## config.mk

```make
export PLATFORM = sky130hd
export DESIGN_NAME = ics_top
export DESIGN_NICKNAME = d
export VERILOG_FILES = /design/src/pkg/ics_pkg.sv /design/src/verilog/ics_seq.sv /design/src/verilog/ics_top.sv
export VERILOG_INCLUDE_DIRS = /design/src /design/src/pkg
export SDC_FILE = /design/constraint.sdc
export NUM_CORES = 1
export LEC_CHECK = 0
export BUFFER_PORTS_ARGS = -buffer_cell sky130_fd_sc_hd__buf_2
export CORE_AREA = 10 10 124 115
export DETAILED_ROUTE_END_ITERATION = 8
export DIE_AREA = 0 0 134 125
export GPL_ROUTABILITY_DRIVEN = 0
export PLACE_DENSITY_LB_ADDON = 0.1
export SLEW_MARGIN = 20
export SYNTH_ARGS = -nofsm -noshare
export SYNTH_HDL_FRONTEND = slang
export SYNTH_HIERARCHICAL = 1
export SYNTH_SLANG_ARGS = --single-unit
```

## constraint.sdc

```tcl
create_clock -name i_mclk -period 5.06 [get_ports i_mclk]
set_input_delay 0.759 -clock i_mclk [delete_from_list [all_inputs] [get_ports i_mclk]]
set_output_delay 0.759 -clock i_mclk [all_outputs]
set_load 0.02 [all_outputs]
```

## src/pkg/ics_params.svh

```systemverilog
/*
 constants for the inductive sensor conversion setup block: register
 offsets, field positions, reset values and timing counts.
 assumes inclusion by bare name from the package and verification files.
*/
`ifndef ICS_PARAMS_SVH
`define ICS_PARAMS_SVH

// ------------------------------------------------------------
// register indexes (printed offsets) and byte addresses
// ------------------------------------------------------------
`define ICS_IDX_MAIN 8'h1a
`define ICS_IDX_SCAN 8'h1b
`define ICS_IDX_RST 8'h1c
`define ICS_IDX_STAT 8'h1d
`define ICS_ADDR_MAIN 12'h068
`define ICS_ADDR_SCAN 12'h06c
`define ICS_ADDR_RST 12'h070
`define ICS_ADDR_STAT 12'h074

// ------------------------------------------------------------
// field positions
// ------------------------------------------------------------
`define ICS_MAIN_CHAN_HI 15
`define ICS_MAIN_CHAN_LO 14
`define ICS_MAIN_SLEEP 13
`define ICS_MAIN_OVR 12
`define ICS_MAIN_STYLE 11
`define ICS_MAIN_AMPOFF 10
`define ICS_MAIN_REFSRC 9
`define ICS_MAIN_IRQMSK 7
`define ICS_MAIN_BOOST 6
`define ICS_SCAN_ON 15
`define ICS_SCAN_ORD_HI 14
`define ICS_SCAN_ORD_LO 13
`define ICS_SCAN_DG_HI 2
`define ICS_RST_BIT 15
`define ICS_RST_GAIN_HI 10
`define ICS_RST_GAIN_LO 9

// ------------------------------------------------------------
// reset values
// ------------------------------------------------------------
`define ICS_MAIN_RESET 16'h2801
`define ICS_SCAN_RESET 16'h020f
`define ICS_RST_RESET 16'h0000

// ------------------------------------------------------------
// timing: one conversion slot per channel
// ------------------------------------------------------------
`define ICS_SLOT_NS 1000
`define ICS_CLK_NS 50
`define ICS_SLOT_CYC ((`ICS_SLOT_NS + `ICS_CLK_NS - 1) / `ICS_CLK_NS)
`define ICS_SRST_CYC 4

`endif

```

## src/pkg/ics_pkg.sv

```systemverilog
/*
 types for the inductive sensor conversion setup block.
 assumes ics_params.svh is on the include path.
*/
package ics_pkg;
   `include "ics_params.svh"

   typedef enum logic [1:0] {ICS_RUN, ICS_SRST} ics_state_e;

   // apb request from the master
   typedef struct packed {
      logic psel;
      logic penable;
      logic pwrite;
      logic [11:0] paddr;
      logic [31:0] pwdata;
   } ics_apb_req_s;

   // apb answer to the master
   typedef struct packed {
      logic pready;
      logic pslverr;
      logic [31:0] prdata;
   } ics_apb_rsp_s;

   // steering outputs toward the analog front end
   typedef struct packed {
      logic [1:0] conv_channel;
      logic sleep;
      logic drive_current_override;
      logic startup_drive_style;
      logic amplitude_correction_off;
      logic reference_source_pick;
      logic boosted_drive;
      logic [2:0] deglitch_sel;
      logic [2:0] gain_shift;
   } ics_ctl_s;
endpackage

```

## src/verilog/ics_seq.sv

```systemverilog
/*
 channel sequencer: steps the converted channel once per slot.
 assumes a single clock and the synchronised active-low reset.
*/
`timescale 1ns/1ps
module ics_seq #(
   parameter int SLOT_CYC = 20
) (
   // clock and reset
   input wire logic i_mclk,
   input wire logic i_rstn,
   // control
   input wire logic i_run,
   input wire logic i_scan,
   input wire logic [1:0] i_order,
   input wire logic [1:0] i_single,
   input wire logic i_four_ch,
   // status
   output logic [1:0] o_chan,
   output logic o_slot_end
);
   import ics_pkg::*;

   typedef struct packed {
      logic [15:0] cnt;
      logic [1:0] chan;
      logic slot_end;
   } ics_seq_s;

   ics_seq_s st_ff;
   ics_seq_s nxt_st;
   logic [1:0] last;
   logic [1:0] single;

   always_comb begin
      // last channel of the round-robin order
      case (i_order)
         2'h1: last = i_four_ch ? 2'h2 : 2'h1;
         2'h2: last = i_four_ch ? 2'h3 : 2'h1;
         default: last = 2'h1;
      endcase
      // two-channel part folds codes 10 and 11 down to channel 1
      single = (i_four_ch || !i_single[1]) ? i_single : 2'h1;
      nxt_st = st_ff;
      nxt_st.slot_end = 1'b0;
      if (!i_run) begin
         nxt_st.cnt = 16'h0000;
         nxt_st.chan = i_scan ? 2'h0 : single;
      end else if (st_ff.cnt == 16'(SLOT_CYC - 1)) begin
         nxt_st.cnt = 16'h0000;
         nxt_st.slot_end = 1'b1;
         if (!i_scan) begin
            nxt_st.chan = single;
         end else if (st_ff.chan >= last) begin
            nxt_st.chan = 2'h0;
         end else begin
            nxt_st.chan = st_ff.chan + 2'h1;
         end
      end else begin
         nxt_st.cnt = st_ff.cnt + 16'h0001;
      end
   end

   always_ff @(posedge i_mclk or negedge i_rstn) begin
      if (!i_rstn) begin
         st_ff <= '0;
      end else begin
         st_ff <= nxt_st;
      end
   end

   assign o_chan = st_ff.chan;
   assign o_slot_end = st_ff.slot_end;
endmodule

```

## src/verilog/ics_top.sv

```systemverilog
/*
 inductive sensor conversion setup: apb register file holding the main
 setup, channel scan setup and soft reset/gain registers, channel
 sequencing, irq pin gating and output gain shift.
 assumes an apb master on i_mclk and a conversion datapath that
 reports status updates and amplitude-correction phase ends.
*/
// The APB slave port was chosen for this implementation.
// Operation
// without scan, convert continuously on the single picked channel.
// channels 2 and 3 exist only on the four-channel variant.
// sleep bit set means sleep; resets to 1, so device starts asleep.
// override bit set drives each channel with its programmed level.
// activation style 0 uses maximum drive for short activation.
// activation style 1 (default) uses programmed drive during activation.
// amplitude correction off stops algorithm and freezes measured drive.
// reference source 0 internal oscillator, 1 external reference pin.
// irq mask 0 asserts irq pin on status update; 1 holds it high.
// boosted drive 1 drives channel 0 above normal current.
// host must not combine boosted drive with scanning.
// scan bit 0 single channel, 1 sequenced conversion.
// scan orders: 00/11 ch0-1, 01 ch0-2, 10 ch0-3, repeating.
// deglitch field sets bandwidth; reset value 111.
// host should pick lowest deglitch above sensor frequency.
// writing 1 to soft reset resets the device; reads back 0.
// gain code shifts output left by 0, 2, 3 or 4 bits.
// host writes main setup low six bits as 000001.
// host writes scan setup bits 12:3 as 0001000001.
// host writes zero to main bit 8 and reset bits 14:11.
// measured start drive refreshes only while correction is enabled.
// soft reset restores all fields to reset values like power-on.
`timescale 1ns/1ps
module ics_top #(
   parameter bit FOUR_CH = 1'b1,
   parameter int DATA_W = 12
) (
   // clock and reset
   input wire logic i_mclk,
   input wire logic i_resetn,
   // apb slave
   input wire ics_pkg::ics_apb_req_s i_apb,
   output ics_pkg::ics_apb_rsp_s o_apb,
   // datapath events
   input wire logic i_status_update,
   input wire logic i_amp_phase_done,
   input wire logic [4:0] i_amp_measured,
   input wire logic [DATA_W-1:0] i_conv_data,
   input wire logic i_conv_valid,
   // front-end steering
   output ics_pkg::ics_ctl_s o_ctl,
   output logic [3:0] o_chan_onehot,
   output logic o_slot_end,
   output logic [4:0] o_measured_start_drive,
   output logic [DATA_W+3:0] o_gained_data,
   output logic o_gained_valid,
   output logic o_irq_pin_n
);
   import ics_pkg::*;

   // ------------------------------------------------------------
   // state
   // ------------------------------------------------------------
   typedef struct packed {
      logic [15:0] main_setup;
      logic [15:0] scan_setup;
      logic [1:0] gain;
      ics_state_e state;
      logic [2:0] srst_cnt;
      logic [4:0] meas;
      logic irq_n;
      ics_apb_rsp_s rsp;
      ics_ctl_s ctl;
      logic [3:0] onehot;
      logic slot_end;
      logic [DATA_W+3:0] gdata;
      logic gvalid;
   } ics_top_s;

   ics_top_s st_ff;
   ics_top_s nxt_st;
   logic rst_meta_ff;
   logic rst_sync_ff;
   logic [1:0] seq_chan;
   logic seq_slot_end;
   logic wr_acc;
   logic [2:0] shift;

   // ------------------------------------------------------------
   // reset release
   // ------------------------------------------------------------
   always_ff @(posedge i_mclk or negedge i_resetn) begin
      if (!i_resetn) begin
         rst_meta_ff <= 1'b0;
         rst_sync_ff <= 1'b0;
      end else begin
         rst_meta_ff <= 1'b1;
         rst_sync_ff <= rst_meta_ff;
      end
   end

   // ------------------------------------------------------------
   // sequencer
   // ------------------------------------------------------------
   ics_seq #(
      .SLOT_CYC(`ICS_SLOT_CYC)
   ) u_seq (
      .i_mclk(i_mclk),
      .i_rstn(rst_sync_ff),
      .i_run(!st_ff.main_setup[`ICS_MAIN_SLEEP] && st_ff.state == ICS_RUN),
      .i_scan(st_ff.scan_setup[`ICS_SCAN_ON]),
      .i_order(st_ff.scan_setup[`ICS_SCAN_ORD_HI:`ICS_SCAN_ORD_LO]),
      .i_single(st_ff.main_setup[`ICS_MAIN_CHAN_HI:`ICS_MAIN_CHAN_LO]),
      .i_four_ch(FOUR_CH),
      .o_chan(seq_chan),
      .o_slot_end(seq_slot_end)
   );

   // ------------------------------------------------------------
   // next state
   // ------------------------------------------------------------
   assign wr_acc = i_apb.psel && i_apb.penable && i_apb.pwrite;

   always_comb begin
      nxt_st = st_ff;
      nxt_st.rsp.pready = 1'b0;
      nxt_st.rsp.pslverr = 1'b0;
      nxt_st.slot_end = seq_slot_end;
      case (st_ff.state)
         ICS_SRST: begin
            // bus held off until all fields are back at reset values
            nxt_st.main_setup = `ICS_MAIN_RESET;
            nxt_st.scan_setup = `ICS_SCAN_RESET;
            nxt_st.gain = 2'h0;
            nxt_st.meas = 5'h00;
            if (st_ff.srst_cnt == 3'h0) begin
               nxt_st.state = ICS_RUN;
            end else begin
               nxt_st.srst_cnt = st_ff.srst_cnt - 3'h1;
            end
         end
         default: begin
            // setup cycle answers one cycle later in the access phase; an access
            // whose setup fell in the soft reset hold is answered once back in run
            if (i_apb.psel && (!i_apb.penable || !st_ff.rsp.pready)) begin
               nxt_st.rsp.pready = 1'b1;
               nxt_st.rsp.prdata = 32'h0000_0000;
               case (i_apb.paddr)
                  `ICS_ADDR_MAIN: nxt_st.rsp.prdata = {16'h0000, st_ff.main_setup};
                  `ICS_ADDR_SCAN: nxt_st.rsp.prdata = {16'h0000, st_ff.scan_setup};
                  // soft reset bit always reads back 0
                  `ICS_ADDR_RST: nxt_st.rsp.prdata = {21'h0, st_ff.gain, 9'h0};
                  `ICS_ADDR_STAT: nxt_st.rsp.prdata = {25'h0, st_ff.meas, seq_chan};
                  default: nxt_st.rsp.pslverr = 1'b1;
               endcase
            end
            if (wr_acc && st_ff.rsp.pready) begin
               case (i_apb.paddr)
                  `ICS_ADDR_MAIN: nxt_st.main_setup = i_apb.pwdata[15:0];
                  `ICS_ADDR_SCAN: nxt_st.scan_setup = i_apb.pwdata[15:0];
                  `ICS_ADDR_RST: begin
                     nxt_st.gain = i_apb.pwdata[`ICS_RST_GAIN_HI:`ICS_RST_GAIN_LO];
                     if (i_apb.pwdata[`ICS_RST_BIT]) begin
                        nxt_st.state = ICS_SRST;
                        nxt_st.srst_cnt = 3'(`ICS_SRST_CYC - 1);
                     end
                  end
                  default: nxt_st.state = st_ff.state;
               endcase
            end
            // measured drive frozen while correction is off
            if (i_amp_phase_done && !st_ff.main_setup[`ICS_MAIN_AMPOFF]) begin
               nxt_st.meas = i_amp_measured;
            end
         end
      endcase
      // front-end steering
      nxt_st.ctl.conv_channel = seq_chan;
      nxt_st.ctl.sleep = st_ff.main_setup[`ICS_MAIN_SLEEP];
      nxt_st.ctl.drive_current_override = st_ff.main_setup[`ICS_MAIN_OVR];
      nxt_st.ctl.startup_drive_style = st_ff.main_setup[`ICS_MAIN_STYLE];
      nxt_st.ctl.amplitude_correction_off = st_ff.main_setup[`ICS_MAIN_AMPOFF];
      nxt_st.ctl.reference_source_pick = st_ff.main_setup[`ICS_MAIN_REFSRC];
      // boost only reaches channel 0
      nxt_st.ctl.boosted_drive = st_ff.main_setup[`ICS_MAIN_BOOST] && seq_chan == 2'h0;
      nxt_st.ctl.deglitch_sel = st_ff.scan_setup[`ICS_SCAN_DG_HI:0];
      case (st_ff.gain)
         2'h1: shift = 3'h2;
         2'h2: shift = 3'h3;
         2'h3: shift = 3'h4;
         default: shift = 3'h0;
      endcase
      nxt_st.ctl.gain_shift = shift;
      nxt_st.onehot = 4'h1 << seq_chan;
      // output field is four bits wider than the data, so no shift loses upper bits
      nxt_st.gdata = (DATA_W + 4)'(i_conv_data) << shift;
      nxt_st.gvalid = i_conv_valid;
      // irq pin pulses low for one cycle per status update while the irq mask bit is 0
      nxt_st.irq_n = !(i_status_update && !st_ff.main_setup[`ICS_MAIN_IRQMSK]);
   end

   always_ff @(posedge i_mclk or negedge rst_sync_ff) begin
      if (!rst_sync_ff) begin
         st_ff <= '0;
         st_ff.main_setup <= `ICS_MAIN_RESET;
         st_ff.scan_setup <= `ICS_SCAN_RESET;
         st_ff.state <= ICS_RUN;
         st_ff.irq_n <= 1'b1;
         st_ff.ctl.sleep <= 1'b1;
         st_ff.ctl.startup_drive_style <= 1'b1;
         st_ff.ctl.deglitch_sel <= 3'h7;
         st_ff.onehot <= 4'h1;
      end else begin
         st_ff <= nxt_st;
      end
   end

   // ------------------------------------------------------------
   // outputs
   // ------------------------------------------------------------
   assign o_apb = st_ff.rsp;
   assign o_ctl = st_ff.ctl;
   assign o_chan_onehot = st_ff.onehot;
   assign o_slot_end = st_ff.slot_end;
   assign o_measured_start_drive = st_ff.meas;
   assign o_gained_data = st_ff.gdata;
   assign o_gained_valid = st_ff.gvalid;
   assign o_irq_pin_n = st_ff.irq_n;
endmodule

```

== Yosys cells after proc, flatten, opt, wreduce, memory -nomap -nowiden ==
Index checks and enable logic that the tools add are counted.

* Bitwise gates (word level): 1
* Eq/ne operators: 14
* Multiplexer cells: 24
* $lt $le $gt $ge: 1
* Shifts and indexed selects: 2
* Divide/modulo/power cells: 0
* Reductions and logical operators: 31
* $mul: 0
* Add/subtract/negate cells: 3

{| class="wikitable"
|+ Operators with widths
! kind !! number
|-
| 2-to-1 mux 34 bit || 2
|-
| case mux 16 bit (4 select lines) || 1
|-
| equality test 12 x 7 -> 1 bit, second input constant || 4
|-
| 2-to-1 mux 16 bit || 3
|-
| 2-to-1 mux 44 bit || 1
|-
| 2-to-1 mux 39 bit || 1
|-
| 2-to-1 mux 18 bit || 1
|-
| adder 16 x 1 -> 16 bit, second input constant || 1
|-
| equality test 16 x 5 -> 1 bit, second input constant || 1
|-
| << shifter 12 x 3 -> 16 bit || 1
|-
| 2-to-1 mux 2 bit || 6
|-
| nonzero test 2 bit || 6
|-
| 2-to-1 mux 5 bit || 2
|-
| 2-to-1 mux 3 bit || 3
|-
| case mux 3 bit (3 select lines) || 1
|-
| logical AND 1 bit || 8
|-
| AND reduction 2 bit || 4
|-
| AND reduction 4 bit || 2
|-
| equality test 2 x 1 -> 1 bit, second input constant || 3
|-
| equality test 2 bit, second input constant || 3
|-
| zero test 1 bit || 6
|-
| != test 2 bit, second input constant || 3
|-
| zero test 2 bit || 2
|-
| case mux 2 bit (2 select lines) || 1
|-
| 9 further kinds || 10
|}

* Output and inout bits: 76
* Memory bits (writable): 0
* Memory bits (read-only): 0
* Input port bits: 69
* Memories: 0
* Logic and storage cells: 104
* Latch bits: 0
* Register bits: 136

== Longest topological paths before layout ==
* Depth after elaboration: 7
* Mapped depth: 8
* Gate-level depth less buffers: 8

== Cells and area by module ==
Netlist, hierarchy kept.

{| class="wikitable"
|+ Modules (own cells, without submodules)
! module !! cells an instance !! area an instance (um^2) !! instances !! seq. area each (um^2)
|-
| ics_top || 479 || 4,977.3 || 1 || 2,521.2
|-
| ics_seq || 111 || 1,087.3 || 1 || 475.5
|}

== Worst setup path after synthesis ==
OpenSTA, ideal clock, no wires.

* Path type: input-to-reg
* Start: input i_apb[41] (netlist name)
* End: register st_ff[78] (netlist name)
* Data required time: 4.936 ns
* Stages: 5
* Path slack: 2.448 ns
* Setup time: 0.124 ns
* Arrival: 2.488 ns
* Buffers on the path: 1
* Cells stage by stage: or4_1 > buf_2 > or4_4 > or3_4 > nor2b_4

* Longest elaborated chain between the ends: 3

{| class="wikitable"
|+ RTL lines
! element !! RTL line !! source
|-
| from (decl) || ics_top.sv:41 || <nowiki>input wire ics_pkg::ics_apb_req_s i_apb,</nowiki>
|-
| equality test 12 x 7 -> 1 bit || ics_top.sv:157 || <nowiki>case (i_apb.paddr)</nowiki>
|-
| nonzero test 2 bit (no line) || -- ||
|-
| AND reduction 4 bit (no line) || -- ||
|-
| to (signal assigned) || ics_top.sv:213 || <nowiki>st_ff <= nxt_st;</nowiki>
|-
| to (decl) || ics_top.sv:79 || <nowiki>ics_top_s st_ff;</nowiki>
|}

No other way between the ends.
A chain may end at the register's enable or synchronous reset.

== Final worst setup path ==
* Start: register u_seq/st_ff[3] (netlist name)
* End: register u_seq.st_ff (netlist bit u_seq/o_chan[1])

* Longest elaborated chain between the ends: 2

{| class="wikitable"
|+ RTL lines
! element !! RTL line !! source
|-
| from (decl) || ics_seq.sv:30 || <nowiki>ics_seq_s st_ff;</nowiki>
|-
| from (signal assigned) || ics_seq.sv:68 || <nowiki>st_ff <= nxt_st;</nowiki>
|-
| equality test 16 x 5 -> 1 bit || ics_seq.sv:49 || <nowiki>end else if (st_ff.cnt == 16'(SLOT_CYC - 1)) begin</nowiki>
|-
| != test 2 bit (no line) || -- ||
|}

No other way between the ends.

==> impl_metrics.csv <==
group,metric,value,unit
status,run_status,"complete, no violations",
route,drt_wl_total,13.5,mm
route,routed.top_layer,"met4",
floorplanning,pin_count,145,
power,powerDensity,351,nW/um2
global_routing,grt-ovfl-total,0,
yosys,yosys-top-cells-area,"dfrtp_1 (43%), buf_4 (9.4%), mux2i_1 (7.1%)",
setup_path,crit_arrival,2950,ps
cts,clock_tree.buffer_depth,2,
global_routing,antenna_found_initial,0,
sta,period_share,52.3,%
setup_path,start_kind,"flop",
setup_path,start_of_the_worst_register_to_register_path,"u_seq/st_ff[3]",
placed_design,hpwl,9.44,mm
layout,final_nets,717,
cts,cts_buffers,17,
yosys,synth-xor-area-share,1.73,%
setup_path,worstPathMaxFanout,14,
cts,clock_tree_root_driver_cell,"clkbuf_16",
route,route.antenna.remaining_nets,0,
setup_path,end_kind,"flop",
sta,final_hold_viol_count,0,
sta,relSlewSlack,39.1,%
cts,htree_levels,4,
floorplanning,die_width,134,um
power,power.net_switching,502,uW
layout,drive_gt1_share,29.1,%
yosys,synth_seq_cells,119,
yosys,mean_post_synth_cell_area,10.3,um2
yosys,area_of_the_mapped_netlist,6060,um2
floorplanning,core,11700,um2
yosys,proportion_of_netlist_area_held_by_the_largest_area_contributor,42.9,%
layout,multi_input_area,2380,um2
flow_run,cap_violations,0,
yosys,synth_compound_area_share,8.67,%
yosys,synthDominantAreaCellType,"dfrtp_1",
hold_path,hp-class,"primary input to async pin",
yosys,synth_flop_cell,"dfrtp_1",
layout,sequential_area,3000,um2
power,ir_worst_vdd,0.218,mV
yosys,post_synth_num_cell_types,57,
yosys,synth_top_family_by_area,"simple AND/OR/NAND/NOR gates",
sta,worst_slew_pin_slew,910,ps
yosys,synth-async-reset-ratio,100,%
power,internal_power,1.92,mW
global_routing,grt_pass1_wl,22.5,mm
global_routing,grt.total_usage,16.6,%
floorplanning,floorplan.die_area,16800,um2
sta,timing_max_transition_violations_final,0,
cts,clkTransAtPathRegs,50,ps
cts,cts_resized,0,
power,cellLeakagePower,3.34,nW
route,post-route-drc-count,0,
setup_path,reg2reg_slack,2410,ps
setup_path,timing.rr.end,"u_seq/o_chan[1]",
layout,nFillCells,1022,
cts,clock_sinks,119,
route,num_vias,4181,
sta,final_period_minus_worst_setup_slack,2650,ps
cts,post_cts_buffers,0,
route,detailedRoute.firstPassIterationCount,4,
route,detailedRoute.firstIterationViolations,225,
cts,tritoncts,"built",
sta,achievable-frequency,0.378,GHz
sta,finalClockSkew,6.30,ps
sta,rsz_0062_raised_after_global_routing,"no",
yosys,yosys_warnings,6,
layout,synthToLayoutAreaGrowth,13.7,%
sta,hold_slack,109,ps
placed_design,port_buffers,112,
yosys,postSynthCellCount,590,
route,wl_met3,985,um
global_routing,grt_pass1_vias,4375,
floorplanning,die-height,125,um
route,vias_per_cell,5.15,
power,sw_frac_of_total,20.7,%
route,routedLengthMet1,6.00,mm
setup_path,critical_path_class,"flop to flop",
route,met2WireLength,6.34,mm
floorplanning,initial_core_util,51.6,%
power,combPwrFrac,4.7,%
yosys,synth.mux.area_fraction,9.33,%
sta,finalSetupViolCount,0,
layout,antennaDiodeCount,0,
layout,postLayoutCoreUtil,58.7,%
cts,cts_hold_repair.buffers,0,
global_routing,grt_max_degree,74,
yosys,synth-edff-count,0,
yosys,yosys.area_share.adder,1.86,%
route,post_drt_wl_per_cell,16.7,um
yosys,ys_seq_area_share,49.4,%
setup_path,critical_path_required,5360,ps
floorplanning,rows,38,
sta,timing.setup.tns,0,ps
power,share_clk_of_total_power,54.7,%
yosys,yosys.area_share.simple,16.4,%
setup_path,rr_worst_depth,6,
power,seq_power_share,40.6,%
cts,clock_insertion_delay_worst_skew,420,ps
## sequential cells by signal (all words and copies together) (netlist names)
signal and cells:
o_measured_start_drive 5, u_seq/o_chan 2, o_irq_pin_n 1, o_gained_valid 1, nxt_st 8, o_ctl 14, u_seq/o_slot_end 1, o_chan_onehot 4
o_gained_data 16, u_seq/st_ff 16, rst_meta_ff 1, rst_sync_ff 1, o_apb 18, st_ff 30, o_slot_end 1
## how the worst max path moves through the flow
stage	start	endpoint	slack [ps]
2_1_floorplan	rst_sync_ff	nxt_st[29]	1530
3_3_place_gp	i_apb[41]	st_ff[95]	2130
3_5_place_dp	i_apb[41]	st_ff[91]	2130
4_1_cts	u_seq/st_ff[3]	u_seq/o_chan[1]	2440
5_1_grt	u_seq/st_ff[3]	u_seq/o_chan[1]	2200
6_report	u_seq/st_ff[3]	u_seq/o_chan[1]	2410
## cell families (layout without fill, tap and decap cells)
family | count (synthesis) | in the layout
compound gates | 88 | 88
fa+ha+maj | 9 | 9
buf+inv | 118 | 163
simple gates | 187 | 187
flops | 119 | 119
mux | 55 | 55
xor+xnor | 12 | 12
other cells | 2 | 19
## metal layers
layer / track usage, % / vias up
met5: 0 / -
met4: 6.21 / 0
met3: 5.88 / 19
met2: 25.7 / 115
met1: 21.0 / 2033
li1: - / 2014
## final cells by class
cell class,count,area share [%]
Timing Repair Buffer,117,8.67
Tap cell,160,2.90
Multi-Input combinational cell,370,34.5
Inverter,14,0.762
Clock buffer,25,7.62
Clock inverter,7,2.00
Sequential cell,119,43.5
## through the flow
step | instance area, um2 | power, mW | setup slack, ps | std cells
finish | 6900 | 2.42 | 2410 | 812
global route | 6900 | 2.50 | 2200 | 812
CTS | 6890 | 2.44 | 2440 | 812
detailed placement | 6230 | 1.11 | 2130 | 780
global placement | 6230 | 1.11 | 2130 | 780
floorplan | 6130 | 1.08 | 1530 | 607
## cells in the mapped netlist (3+ instances only)
cell type  number
a211o_1         3
a21oi_1        22
a22oi_1         7
a2bb2oi_1       3
and2_1          8
and3_1          3
buf_1           3
buf_2           5
buf_4          76
clkbuf_1       17
dfrtp_1       104
dfstp_2        15
ha_1            9
inv_1          13
mux2_2         12
mux2i_1        43
nand2_1        45
nand2b_1       30
nand3_1        19
nand3b_1        3
nand4_1         8
nor2_1         42
nor2b_1         4
nor3_1          3
o21ai_0        41
or3_1           4
or4_1           3
xor2_1         10
## critical path: stages, from the launching register on
cell	delay (ps)
dfrtp_1	360
ha_1	340
or4b_1	520
o41ai_2	690
buf_4	320
a21boi_0	190
o2bb2ai_1	90
## power groups by stage
stage / sequential [mW] / combinational [mW] / clock [mW]
CTS: 0.983 / 0.115 / 1.34
detailed placement: 0.999 / 0.114 / 0
finish: 0.982 / 0.114 / 1.32
floorplan: 1.00 / 0.0838 / 0
global placement: 0.998 / 0.113 / 0
global route: 0.985 / 0.127 / 1.39
## cell usage in the layout (no fill, tap or decap), drive strengths merged, types with 10 or more instances in the layout
master,n
conb,19
a21oi,23
mux2,12
dfrtp,104
nor2,42
o21ai,41
nand2b,30
buf,117
inv,13
dfstp,15
clkbuf,25
nand3,19
nand2,45
mux2i,43
xor2,10
Power figures use the tool's default switching activity.
